==> src/verilog/alu_pkg.sv <==
/*
  Shared constants and types for the subtract, swap, exclusive-OR and table-lookup
  execute slice and its register bus.
  Assumes an AXI4-Lite master with 32-bit data and one clock.
*/
package alu_pkg;
  // ------------------------------------------------------------------
  // Register map (byte addresses)
  // ------------------------------------------------------------------
  localparam logic [7:0] OFF_CMD = 8'h00;
  localparam logic [7:0] OFF_OPERAND = 8'h04;
  localparam logic [7:0] OFF_ACC = 8'h08;
  localparam logic [7:0] OFF_REG = 8'h0C;
  localparam logic [7:0] OFF_STATUS = 8'h10;
  localparam logic [7:0] OFF_PC = 8'h14;
  localparam logic [7:0] OFF_PAGE = 8'h18;
  localparam logic [7:0] OFF_STACK = 8'h1C;

  // ------------------------------------------------------------------
  // Field positions
  // ------------------------------------------------------------------
  localparam int CMD_OP_LSB = 0;
  localparam int CMD_DEST_BIT = 4;
  localparam int ST_C_BIT = 0;
  localparam int ST_DC_BIT = 1;
  localparam int ST_Z_BIT = 2;
  localparam int PAGE_LSB = 2;

  localparam logic [7:0] ACC_RST = 8'h00;
  localparam logic [11:0] PC_RST = 12'h000;
  localparam logic [1:0] RESP_OKAY = 2'h0;
  localparam logic [1:0] RESP_SLVERR = 2'h2;

  typedef enum logic [3:0] {
    OP_NOP = 4'h0,
    OP_SUB_ACC_FROM_REG = 4'h1,
    OP_SUB_ACC_FROM_IMM = 4'h2,
    OP_NIBBLE_SWAP_REG = 4'h3,
    OP_TABLE_JUMP = 4'h4,
    OP_XOR_ACC_REG = 4'h5,
    OP_XOR_IMM_ACC = 4'h6,
    OP_PAGE_SELECT = 4'h7,
    OP_RETURN_WITH_IMM = 4'h8
  } op_t;

  typedef struct packed {
    logic c;
    logic dc;
    logic z;
  } flags_t;

  typedef struct packed {
    logic [7:0] value;
    flags_t flags;
  } alu_result_t;
endpackage

==> src/verilog/alu_slice.sv <==
/*
  Execute slice: subtract, nibble swap, exclusive-OR, table lookup, page
  select and return with immediate, driven over an AXI4-Lite slave.
  Assumes one clock, synchronous active-high reset, one write and one read
  outstanding at a time.
*/
`timescale 1ns/1ps
// Notes on behaviour
// RULE1: Register minus accumulator goes to dest (0 accumulator, 1 register) and sets every flag.
// RULE2: Immediate minus accumulator goes to the accumulator in one cycle and sets every flag.
// RULE3: Nibble swap exchanges the halves of the register, steers by dest, and changes no flag.
// RULE4: Table jump adds the accumulator to PC bits 7:0, keeps 9:8 and takes 11:10 from page 3:2.
// RULE5: Register XOR accumulator steers by dest and updates only Z.
// RULE6: Immediate XOR accumulator goes to the accumulator and updates only Z.
// RULE7: Page select loads page buffer bits 3:2 from a 2-bit immediate.
// RULE8: Return with immediate loads the accumulator from the immediate and PC from the stack top.
// RULE9: Carry and half-carry are set when no borrow occurs; zero is set for a zero result.
module alu_slice (
  input wire logic CLK_SYS_I,
  input wire logic RST_I,
  input wire logic [7:0] S_AXI_AWADDR_I,
  input wire logic S_AXI_AWVALID_I,
  output logic S_AXI_AWREADY_O,
  input wire logic [31:0] S_AXI_WDATA_I,
  input wire logic [3:0] S_AXI_WSTRB_I,
  input wire logic S_AXI_WVALID_I,
  output logic S_AXI_WREADY_O,
  output logic [1:0] S_AXI_BRESP_O,
  output logic S_AXI_BVALID_O,
  input wire logic S_AXI_BREADY_I,
  input wire logic [7:0] S_AXI_ARADDR_I,
  input wire logic S_AXI_ARVALID_I,
  output logic S_AXI_ARREADY_O,
  output logic [31:0] S_AXI_RDATA_O,
  output logic [1:0] S_AXI_RRESP_O,
  output logic S_AXI_RVALID_O,
  input wire logic S_AXI_RREADY_I
);
  // ------------------------------------------------------------------
  // State
  // ------------------------------------------------------------------
  logic [7:0] accumulator_reg;
  logic [7:0] file_reg;
  logic [7:0] operand_reg;
  logic [11:0] pc_reg;
  logic [11:0] stack_top_reg;
  logic [3:0] pc_page_buffer_reg;
  alu_pkg::flags_t flags_reg;
  logic [7:0] aw_addr_reg;
  logic aw_held_reg;
  logic [31:0] w_data_reg;
  logic w_held_reg;
  logic bvalid_reg;
  logic [1:0] bresp_reg;
  logic rvalid_reg;
  logic [31:0] rdata_reg;
  logic [1:0] rresp_reg;

  // Subtraction: a - b with carry meaning no borrow.
  function automatic alu_pkg::alu_result_t sub8(input logic [7:0] a, input logic [7:0] b);
    logic [8:0] full;
    logic [4:0] low;
    alu_pkg::alu_result_t r;
    full = {1'b0, a} + {1'b0, ~b} + 9'h001;
    low = {1'b0, a[3:0]} + {1'b0, ~b[3:0]} + 5'h01;
    r.value = full[7:0];
    r.flags.c = full[8]; // RULE9
    r.flags.dc = low[4]; // RULE9
    r.flags.z = (full[7:0] == 8'h00); // RULE9
    return r;
  endfunction

  // Addition used by the table jump.
  function automatic alu_pkg::alu_result_t add8(input logic [7:0] a, input logic [7:0] b);
    logic [8:0] full;
    logic [4:0] low;
    alu_pkg::alu_result_t r;
    full = {1'b0, a} + {1'b0, b};
    low = {1'b0, a[3:0]} + {1'b0, b[3:0]};
    r.value = full[7:0];
    r.flags.c = full[8];
    r.flags.dc = low[4];
    r.flags.z = (full[7:0] == 8'h00);
    return r;
  endfunction

  // ------------------------------------------------------------------
  // Write channel
  // ------------------------------------------------------------------
  wire do_write = aw_held_reg && w_held_reg && !bvalid_reg;
  wire [7:0] wr_addr = aw_addr_reg;
  wire wr_cmd = do_write && (wr_addr == alu_pkg::OFF_CMD);
  wire wr_known = (wr_addr == alu_pkg::OFF_CMD) || (wr_addr == alu_pkg::OFF_OPERAND)
    || (wr_addr == alu_pkg::OFF_ACC) || (wr_addr == alu_pkg::OFF_REG)
    || (wr_addr == alu_pkg::OFF_STATUS) || (wr_addr == alu_pkg::OFF_PC)
    || (wr_addr == alu_pkg::OFF_PAGE) || (wr_addr == alu_pkg::OFF_STACK);
  wire [3:0] cmd_op = w_data_reg[alu_pkg::CMD_OP_LSB +: 4];
  wire cmd_dest = w_data_reg[alu_pkg::CMD_DEST_BIT];
  logic wstrb0_reg;
  wire byte0_ok = do_write && wr_known && wstrb0_reg;

  assign S_AXI_AWREADY_O = !aw_held_reg && !bvalid_reg;
  assign S_AXI_WREADY_O = !w_held_reg && !bvalid_reg;
  assign S_AXI_BVALID_O = bvalid_reg;
  assign S_AXI_BRESP_O = bresp_reg;

  // ------------------------------------------------------------------
  // Execute
  // ------------------------------------------------------------------
  wire exec = wr_cmd && wstrb0_reg;
  wire [7:0] imm = operand_reg;
  wire alu_pkg::alu_result_t sub_reg_res = sub8(file_reg, accumulator_reg);
  wire alu_pkg::alu_result_t sub_imm_res = sub8(imm, accumulator_reg);
  wire alu_pkg::alu_result_t jump_res = add8(pc_reg[7:0], accumulator_reg);
  wire [7:0] swap_res = {file_reg[3:0], file_reg[7:4]};
  wire [7:0] xor_reg_res = accumulator_reg ^ file_reg;
  wire [7:0] xor_imm_res = accumulator_reg ^ imm;

  logic [7:0] acc_next;
  logic [7:0] file_next;
  logic [11:0] pc_next;
  logic [3:0] page_next;
  alu_pkg::flags_t flags_next;

  always_comb begin
    acc_next = accumulator_reg;
    file_next = file_reg;
    pc_next = pc_reg;
    page_next = pc_page_buffer_reg;
    flags_next = flags_reg;
    if (exec) begin
      case (alu_pkg::op_t'(cmd_op))
        alu_pkg::OP_SUB_ACC_FROM_REG: begin
          if (cmd_dest) file_next = sub_reg_res.value; // RULE1
          else acc_next = sub_reg_res.value; // RULE1
          flags_next = sub_reg_res.flags; // RULE1
        end
        alu_pkg::OP_SUB_ACC_FROM_IMM: begin
          acc_next = sub_imm_res.value; // RULE2
          flags_next = sub_imm_res.flags; // RULE2
        end
        alu_pkg::OP_NIBBLE_SWAP_REG: begin
          if (cmd_dest) file_next = swap_res; // RULE3
          else acc_next = swap_res; // RULE3
        end
        alu_pkg::OP_TABLE_JUMP: begin
          pc_next = {pc_page_buffer_reg[alu_pkg::PAGE_LSB +: 2], pc_reg[9:8],
            jump_res.value}; // RULE4
          flags_next = jump_res.flags; // RULE4
        end
        alu_pkg::OP_XOR_ACC_REG: begin
          if (cmd_dest) file_next = xor_reg_res; // RULE5
          else acc_next = xor_reg_res; // RULE5
          flags_next.z = (xor_reg_res == 8'h00); // RULE5
        end
        alu_pkg::OP_XOR_IMM_ACC: begin
          acc_next = xor_imm_res; // RULE6
          flags_next.z = (xor_imm_res == 8'h00); // RULE6
        end
        alu_pkg::OP_PAGE_SELECT: begin
          page_next[alu_pkg::PAGE_LSB +: 2] = imm[1:0]; // RULE7
        end
        alu_pkg::OP_RETURN_WITH_IMM: begin
          acc_next = imm; // RULE8
          pc_next = stack_top_reg; // RULE8
        end
        default: begin
          acc_next = accumulator_reg;
        end
      endcase
    end else if (byte0_ok) begin
      // Direct loads let software set up operands; only the low byte lane counts.
      case (wr_addr)
        alu_pkg::OFF_ACC: acc_next = w_data_reg[7:0];
        alu_pkg::OFF_REG: file_next = w_data_reg[7:0];
        alu_pkg::OFF_STATUS: flags_next = '{c: w_data_reg[alu_pkg::ST_C_BIT],
          dc: w_data_reg[alu_pkg::ST_DC_BIT], z: w_data_reg[alu_pkg::ST_Z_BIT]};
        alu_pkg::OFF_PAGE: page_next = w_data_reg[3:0];
        default: pc_next = pc_reg;
      endcase
    end
  end

  always_ff @(posedge CLK_SYS_I) begin
    if (RST_I) begin
      accumulator_reg <= alu_pkg::ACC_RST;
      file_reg <= 8'h00;
      operand_reg <= 8'h00;
      pc_reg <= alu_pkg::PC_RST;
      stack_top_reg <= alu_pkg::PC_RST;
      pc_page_buffer_reg <= 4'h0;
      flags_reg <= '0;
      aw_held_reg <= 1'b0;
      aw_addr_reg <= 8'h00;
      w_held_reg <= 1'b0;
      w_data_reg <= 32'h00000000;
      wstrb0_reg <= 1'b0;
      bvalid_reg <= 1'b0;
      bresp_reg <= alu_pkg::RESP_OKAY;
    end else begin
      accumulator_reg <= acc_next;
      file_reg <= file_next;
      pc_reg <= pc_next;
      pc_page_buffer_reg <= page_next;
      flags_reg <= flags_next;
      if (S_AXI_AWVALID_I && S_AXI_AWREADY_O) begin
        aw_held_reg <= 1'b1;
        aw_addr_reg <= S_AXI_AWADDR_I;
      end
      if (S_AXI_WVALID_I && S_AXI_WREADY_O) begin
        w_held_reg <= 1'b1;
        w_data_reg <= S_AXI_WDATA_I;
        wstrb0_reg <= S_AXI_WSTRB_I[0];
      end
      if (do_write) begin
        aw_held_reg <= 1'b0;
        w_held_reg <= 1'b0;
        bvalid_reg <= 1'b1;
        bresp_reg <= wr_known ? alu_pkg::RESP_OKAY : alu_pkg::RESP_SLVERR;
        if (wr_addr == alu_pkg::OFF_OPERAND && wstrb0_reg) operand_reg <= w_data_reg[7:0];
        if (wr_addr == alu_pkg::OFF_PC && wstrb0_reg) pc_reg <= w_data_reg[11:0];
        if (wr_addr == alu_pkg::OFF_STACK && wstrb0_reg) stack_top_reg <= w_data_reg[11:0];
      end else if (bvalid_reg && S_AXI_BREADY_I) begin
        bvalid_reg <= 1'b0;
      end
    end
  end

  // ------------------------------------------------------------------
  // Read channel
  // ------------------------------------------------------------------
  logic [31:0] rd_mux;
  logic rd_known;
  always_comb begin
    rd_known = 1'b1;
    case (S_AXI_ARADDR_I)
      alu_pkg::OFF_OPERAND: rd_mux = {24'h000000, operand_reg};
      alu_pkg::OFF_ACC: rd_mux = {24'h000000, accumulator_reg};
      alu_pkg::OFF_REG: rd_mux = {24'h000000, file_reg};
      alu_pkg::OFF_STATUS: rd_mux = {29'h00000000, flags_reg.z, flags_reg.dc, flags_reg.c};
      alu_pkg::OFF_PC: rd_mux = {20'h00000, pc_reg};
      alu_pkg::OFF_PAGE: rd_mux = {28'h0000000, pc_page_buffer_reg};
      alu_pkg::OFF_STACK: rd_mux = {20'h00000, stack_top_reg};
      alu_pkg::OFF_CMD: rd_mux = 32'h00000000;
      default: begin
        rd_mux = 32'h00000000;
        rd_known = 1'b0;
      end
    endcase
  end

  assign S_AXI_ARREADY_O = !rvalid_reg;
  assign S_AXI_RVALID_O = rvalid_reg;
  assign S_AXI_RDATA_O = rdata_reg;
  assign S_AXI_RRESP_O = rresp_reg;

  always_ff @(posedge CLK_SYS_I) begin
    if (RST_I) begin
      rvalid_reg <= 1'b0;
      rdata_reg <= 32'h00000000;
      rresp_reg <= alu_pkg::RESP_OKAY;
    end else if (S_AXI_ARVALID_I && !rvalid_reg) begin
      rvalid_reg <= 1'b1;
      rdata_reg <= rd_mux;
      rresp_reg <= rd_known ? alu_pkg::RESP_OKAY : alu_pkg::RESP_SLVERR;
    end else if (rvalid_reg && S_AXI_RREADY_I) begin
      rvalid_reg <= 1'b0;
    end
  end
endmodule
==> config.mk <==
export PLATFORM = sky130hd
export DESIGN_NAME = alu_slice
export DESIGN_NICKNAME = d
export VERILOG_FILES = /design/src/verilog/alu_pkg.sv /design/src/verilog/alu_slice.sv
export SDC_FILE = /design/constraint.sdc
export NUM_CORES = 1
export LEC_CHECK = 0
export ABC_AREA = 1
export BUFFER_PORTS_ARGS = -buffer_cell sky130_fd_sc_hd__buf_2
export CORE_MARGIN = 3
export CORE_UTILIZATION = 45
export CTS_CLUSTER_DIAMETER = 40
export DETAILED_ROUTE_END_ITERATION = 12
export PLACE_DENSITY = 0.66
export SLEW_MARGIN = 5
export SYNTH_ARGS = -nofsm -noshare
export SYNTH_HDL_FRONTEND = slang
export SYNTH_SLANG_ARGS = --single-unit
==> constraint.sdc <==
create_clock -name CLK_SYS_I -period 4.4 [get_ports CLK_SYS_I]
set_input_delay 1.32 -clock CLK_SYS_I [delete_from_list [all_inputs] [get_ports CLK_SYS_I]]
set_output_delay 1.32 -clock CLK_SYS_I [all_outputs]
set_load 0.005 [all_outputs]
# Word-level counts from Yosys, hierarchy flattened
# Index checks and enable logic that the tools add are counted.
# totals
ff_bits	116
out_inout_bits	41
in_bits	59
elab_cells	154
# op_classes
addsub	10
eq_ne	33
mux	35
n_reduce_logical	51
bitwise_logic	5
# op_table
operator	n
8-bit 2-to-1 mux	12
12-bit case mux with 7 select lines	1
8-bit by 5-bit equality test with 1-bit output (second input constant)	8
8-bit logical NOT	7
8-bit case mux with 6 select lines	1
12-bit 2-to-1 mux	3
8-bit by 4-bit equality test with 1-bit output (second input constant)	4
8-bit by 8-bit adder with 9-bit output	3
12-bit case mux with 2 select lines	1
8-bit case mux with 3 select lines	1
9-bit by 1-bit adder with 9-bit output (second input constant)	2
3-bit != test (second input constant)	6
4-bit by 3-bit equality test with 1-bit output (second input constant)	4
8-bit by 3-bit equality test with 1-bit output (second input constant)	2
1-bit logical AND	16
8-bit XOR	2
4-bit by 4-bit adder with 5-bit output	3
2-bit nonzero test	7
3-bit AND reduction	4
6-bit AND reduction	2
5-bit by 1-bit adder with 5-bit output (second input constant)	2
3-bit 2-to-1 mux	3
4-bit by 2-bit equality test with 1-bit output (second input constant)	2
2-bit 2-to-1 mux	4
18 further kinds	34

# Depth between registers and ports, before layout
# Gate-level depths: netlist (run 1).
# depth
word_depth	12
mapped_depth	15
ltp_nobuf	15

# Worst setup path before layout (run 1)
# Ideal clock, no wire load.
# synth_timing
kind	input -> register
start	input port S_AXI_ARADDR_I[5]
end	register rdata_reg[1], in the netlist S_AXI_RDATA_O[1]
slack_ns	1.920
n_path_buf	0
arrival_ns	2.410
path_stages	11
cell_sequence	nor3_1 > nand2_1 > inv_1 > nand2_1 > clkinv_1 > nand2_1 > nand2_1 > nor2_1 > nand2_1 > nand2_1 > a21oi_1
# synth_between
elab_chain_cells	2
# synth_lines
item	line	rtl
from (decl)	alu_slice.sv:31	input wire logic [7:0] S_AXI_ARADDR_I,
8-bit by 5-bit equality test with 1-bit output (tied with other cells)	alu_slice.sv:236	case (S_AXI_ARADDR_I)
12-bit case mux with 7 select lines *	alu_slice.sv:236	
to (signal assigned)	alu_slice.sv:264	rdata_reg <= rd_mux;
to (decl)	alu_slice.sv:56	logic [31:0] rdata_reg;
# Mark *: on every way between the ends. The rest lies on a longest branch, timed or not.
# A chain may end at the register's enable or synchronous reset.

# Worst setup path in the final report (run 1)
# layout_timing
start	input port S_AXI_ARADDR_I[1]
end	register rdata_reg[1], in the netlist S_AXI_RDATA_O[1]
# Same word-level chain as after synthesis.

==> results of run 1 <==
-- cell usage in the layout (no fill, tap or decap), drive strengths merged, types with 6 or more instances in the layout --
cell type	synthesis	layout
a211oi	10	10
a21oi	82	82
a31oi	6	6
buf	31	56
clkbuf	15	10
conb	1	22
dfxtp	94	94
ha	24	24
inv	127	129
nand2	206	206
nand3	59	59
nand4	11	11
nor2	106	106
nor3	25	25
o211ai	7	7
o21ai	100	100
o21bai	6	6
o22ai	12	12
-- worst paths after layout --
check / from / endpoint / slack [ps] / cells past startpoint
worst max-delay path: S_AXI_ARADDR_I[1] / S_AXI_RDATA_O[1] / 1600 / 10
worst min-delay path: aw_addr_reg[7] / aw_addr_reg[7] / 450 / 2
worst max register to register: imm[0] / flags_reg[0] / 2010 / 13
worst min register to register: aw_addr_reg[7] / aw_addr_reg[7] / 450 / 2
-- stage by stage --
step	setup WS [ps]	instances	hold WS (ps)
finish	1600	1180	454
CTS	1670	1180	456
global placement	1350	1164	443
global route	1510	1180	480
detailed placement	1310	1164	446
floorplan	1920	978	425
-- worst reg2reg max path, stage by stage (launching register included) --
cell and delay, ps:
dfxtp_1 410, inv_1 130, ha_1 210, inv_1 140, fa_1 450, inv_1 100, nand4_1 100, nor2_1 150
nand3_1 120, nor2_1 100, nand2_1 60, nand4_1 110, nand2_1 110, a21oi_1 150
-- per-layer routing --
layer | share of wire [%] | vias up | global-route usage [%]
li1 | - | 3243 | -
met1 | 45 | 2990 | 35.4
met2 | 45 | 276 | 39.3
met3 | 8.2 | 37 | 4.46
met4 | 1.9 | 0 | 6.58
met5 | 0 | - | 0
-- power by group through the flow --
stage / clock network (mW) / logic, mW / registers [mW]
after floorplan: 0 / 0.202 / 0.910
after global placement: 0 / 0.267 / 0.916
after detailed placement: 0 / 0.268 / 0.917
after CTS: 0.868 / 0.268 / 0.897
after global routing: 0.896 / 0.302 / 0.900
final: 0.852 / 0.273 / 0.897
-- cell type report --
cell class,instances,area [um2],share of cell area (%)
well taps,176,220,3.18
clock buffers,10,229,3.30
clock inverters,6,93.8,1.35
flip-flops and latches,94,1880,27.1
repair buffers,56,285,4.11
multi-input cells,709,3730,53.9
inverters,129,489,7.06
-- cell families after synthesis --
logic type / synth area share, %
other cells: 0.0595
compound gates: 22.3
fa+ha+maj: 5.72
simple gates: 29.6
buf+inv: 12.2
flops: 29.8
xor+xnor: 0.278
==> flow_summary.ini, run 1 <==
[route]
drc_errors = 0
firstDrtPassIters = 6
num_vias = 6546
ant_nets = 0
routed_via_density = 5.55
drt_wl_total_um = 19800
wl_per_cell_um = 16.8
drt_iter0_markers = 692

[yosys]
synth_most_common_cell = nand2_1
synth_area_leader_cell = dfxtp_1
postSynthCellCount = 957
synth_ff_type = dfxtp_1
synthesis.area_mm2 = 0.00630
synthTopCellsByCount = nand2_1, inv_1, dfxtp_1, nor2_1, o21ai_0
synth_edf_count = 0
async_reset_ff_share_pct = 0
seq_area_frac_synth_pct = 29.8
ys_warn_count = 0
synth.area.top_cells = dfxtp_1, nand2_1, o21ai_0
synthDistinctLibCells = 52
ys_seq_elements = 94
synth.avg_cell_area_um2 = 6.59
netlist.area_leader.share_pct = 29.8

[power]
switchingPower_mw = 0.567
power_frac_seq_pct = 44.4
p_int_mw = 1.46
p_leak_nw = 3.16
powerDensity_mw_per_mm2 = 292
clockPowerShare_pct = 42.1
finalPower_mw = 2.02
vdd_drop_max_mv = 0.246
p_sw_share_pct = 28.0
power_frac_comb_pct = 13.5

[setup_path]
crit_path_max_fanout = 7
path_common_cell = nand2_1
end_kind = flip-flop
crit_buf_inv = 2
cp.arrival_ps = 3080
path_class = primary input to flip-flop
path_cells = buf_2 > nor2_1 > inv_1 > nor3_1 > nand2_1 > o22ai_1 > a21oi_1 > nand2_1 > nand2_1 > a21oi_1
crit_family = simple AND/OR/NAND/NOR gates
startpoint_type = primary input
worst_ep_required_time_ps = 4680
slowest_stage = nor3_1
worst_path_largest_cell_delay_ps = 440

[cts]
cts_tree = built
htreeDepth = 3
insertion_delay_ps = 350
ctsResizeCount = 0
cts.path.max_buffers = 2
postCtsSetupBuffers = 0
cts-buffers-inserted = 9
cts_root_buffer = clkbuf_16
path_clk_slew_ps = 70
hold_buffers = 0
clkSinkCount = 94

[final_layout]
fin_nets = 1085
finalInstanceArea_mm2 = 0.00693
area.growth.synth_to_final_pct = 9.96
drive_gt1_share_pct = 11.5
fin_util_pct = 51.5
nFillCells = 1443
diodes = 0

[place]
dp_hpwl_um = 15200
gp_congestion = 0.992
dpl_cell_area_mm2 = 0.00661
portBuffers = 54

[timing]
final-max-slew-violation-count = 0
hold_violations = 0
max_freq_mhz = 357
post-route-period-util_pct = 63.6
finalSetupTns_ps = 0
rsz0062_at_grt = false
worst_pin_slew_ps = 984
setup_viol = 0
max_slew_margin_pct = 34.2
finalClockSkew_ps = 6.51
post-route-min-period_ps = 2800

[global_route]
antenna_found_initial = 0
grt_pass1_vias = 5981
grtUsageTotal_pct = 25.0
grt_pass1_wl_um = 31400
grt_start_max_net_pins = 63
overflow = 0

[die]
core_area_mm2 = 0.0135
dieWidth_um = 124
rows = 42
start_util_pct = 46.9
dieArea_mm2 = 0.0155
die_h_um = 124
io_pins = 100

[min_path]
min_path_type = flip-flop to flip-flop

[run_status]
status = complete, no violations

[run]
max_cap_violations = 0
Power figures use the tool's default switching activity.
==> run 2: changes to the inputs <==
==> constraint.sdc (replaced) <==
create_clock -name CLK_SYS_I -period 2.7 [get_ports CLK_SYS_I]
set_input_delay 0.81 -clock CLK_SYS_I [delete_from_list [all_inputs] [get_ports CLK_SYS_I]]
set_output_delay 0.81 -clock CLK_SYS_I [all_outputs]
set_load 0.005 [all_outputs]
==> run 2 against run 1 <==
  * Combinational power grew 66%
  * Via count grew 0.66%
  * Non-clock buffer count grew 12
  * Setup slack lost 1200 ps
  * Clock skew grew 0.66 ps
  * Global-route usage shrank 0.12 points
  * Sequential share of layout area shrank 0.34 points
  * Design area grew 1.3%
  * Critical path depth grew 2
  * Critical endpoint is now flags_reg[0]
==> flow_summary.ini, run 2 (synthesized netlist as in run 1, its figures left out) <==
[power]
vdd_drop_max_mv = 0.387
powerDensity_mw_per_mm2 = 460
p_leak_nw = 3.22
finalPower_mw = 3.23

[cts]
cts-buffers-inserted = 9
cts_tree = built
clkSinkCount = 94
insertion_delay_ps = 350
cts.path.max_buffers = 2
path_clk_slew_ps = 70
htreeDepth = 3
ctsResizeCount = 0
postCtsSetupBuffers = 0
hold_buffers = 0
cts_root_buffer = clkbuf_16

[setup_path]
path_common_cell = nand2_1
path_cells = inv_1 > fa_1 > nand3_1 > nand2_1 > nand2_1 > nand2_1 > nand3_1 > nor2_1 > nand2_1 > nand4_1 > nand2_1 > a21oi_1
r2r_setup_slack_ps = 370
end_kind = flip-flop
crit_buf_inv = 1
slowest_stage = fa_1
worst_ep_required_time_ps = 2940
worst_path_largest_cell_delay_ps = 530
r2r-end = flags_reg[0]
crit_path_max_fanout = 5
crit_family = simple AND/OR/NAND/NOR gates
reg2reg_from = accumulator_reg[1]
startpoint_type = flip-flop
cp.arrival_ps = 2570
reg2reg_depth = 12
path_class = flip-flop to flip-flop

[die]
die_h_um = 124
dieWidth_um = 124
io_pins = 100
core_area_mm2 = 0.0135
start_util_pct = 46.9
dieArea_mm2 = 0.0155
rows = 42

[timing]
post-route-period-util_pct = 86.3
max_slew_margin_pct = 48.9
hold_violations = 0
setup_viol = 0
rsz0062_at_grt = false
final-max-slew-violation-count = 0
post-route-min-period_ps = 2330
finalSetupTns_ps = 0
finalClockSkew_ps = 7.18
max_freq_mhz = 429
worst_pin_slew_ps = 764

[route]
routed_via_density = 5.53
drc_errors = 0
ant_nets = 0
firstDrtPassIters = 5
num_vias = 6589
wl_per_cell_um = 16.3
drt_iter0_markers = 656
drt_wl_total_um = 19400

[global_route]
grt_pass1_vias = 6007
grt_start_max_net_pins = 68
antenna_found_initial = 0
grt_pass1_wl_um = 31400
overflow = 0
grtUsageTotal_pct = 24.9

[final_layout]
fin_util_pct = 52.2
area.growth.synth_to_final_pct = 11.4
layout_commonest_cell = nand2_1
fin_nets = 1097
layout_common_cells = nand2_1, inv_1, dfxtp_1, nor2_1, o21ai_0
nFillCells = 1402
drive_gt1_share_pct = 12.6
diodes = 0
finalNonFillerCells = 1192

[min_path]
min_path_type = flip-flop to flip-flop
hold_end = aw_addr_reg[7]
whs_path_depth = 2
hp-start = aw_addr_reg[7]

[place]
placed_cells = 1176
gp_congestion = 0.964
portBuffers = 54
dp_hpwl_um = 15200

[run_status]
status = complete, no violations

[run]
max_cap_violations = 0
==> run 2: power by group <==
part	leakage, nW	internal (mW)	switching (mW)	total [mW]
Clock	0.155	0.751	0.565	1.32
Sequential	0.763	1.43	0.0365	1.46
Combinational	2.30	0.134	0.319	0.453
==> run 2: final cells by class <==
cell class                 instances  area (um2)  share of cell area, %
clock inverter                     6        68.8                  0.980
clock buffer                      10         239                   3.40
inverter                         129         489                   6.97
timing repair buffer              68         388                   5.52
multi-input combinational        709        3730                   53.2
tap                              176         220                   3.14
sequential                        94        1880                   26.8
==> run 2: tightest hold or removal path, stage by stage, from the launching register on <==
cell and delay (ps):
dfxtp_1 300, inv_1 60, a21oi_1 50
==> run 2: routing by layer <==
metal / global-route usage, % / share of wire, % / vias to the layer above
met5: 0 / 0 / -
met4: 7.99 / 2.2 / 0
met3: 5.23 / 8.3 / 35
met2: 39.1 / 44 / 277
met1: 34.3 / 45 / 3000
li1: - / - / 3277
==> run 2: worst max path at each step <==
stage	to	start	cells past startpoint	slack, ps
floorplan	S_AXI_RDATA_O[1]	S_AXI_ARADDR_I[5]	11	730
global placement	S_AXI_RDATA_O[4]	S_AXI_ARADDR_I[5]	8	240
detailed placement	S_AXI_RDATA_O[4]	S_AXI_ARADDR_I[5]	10	200
CTS	flags_reg[0]	accumulator_reg[1]	10	410
global route	flags_reg[0]	accumulator_reg[1]	12	200
finish	flags_reg[0]	accumulator_reg[1]	12	370
==> run 2: through the flow <==
step                      hold slack [ps]  instance area, um2  worst slack (ps)
after global placement                441                6710               235
after CTS                             457                7020               408
after global routing                  479                7020               203
after detailed placement              448                6710               200
after floorplan                       425                6380               730
final                                 453                7020               369
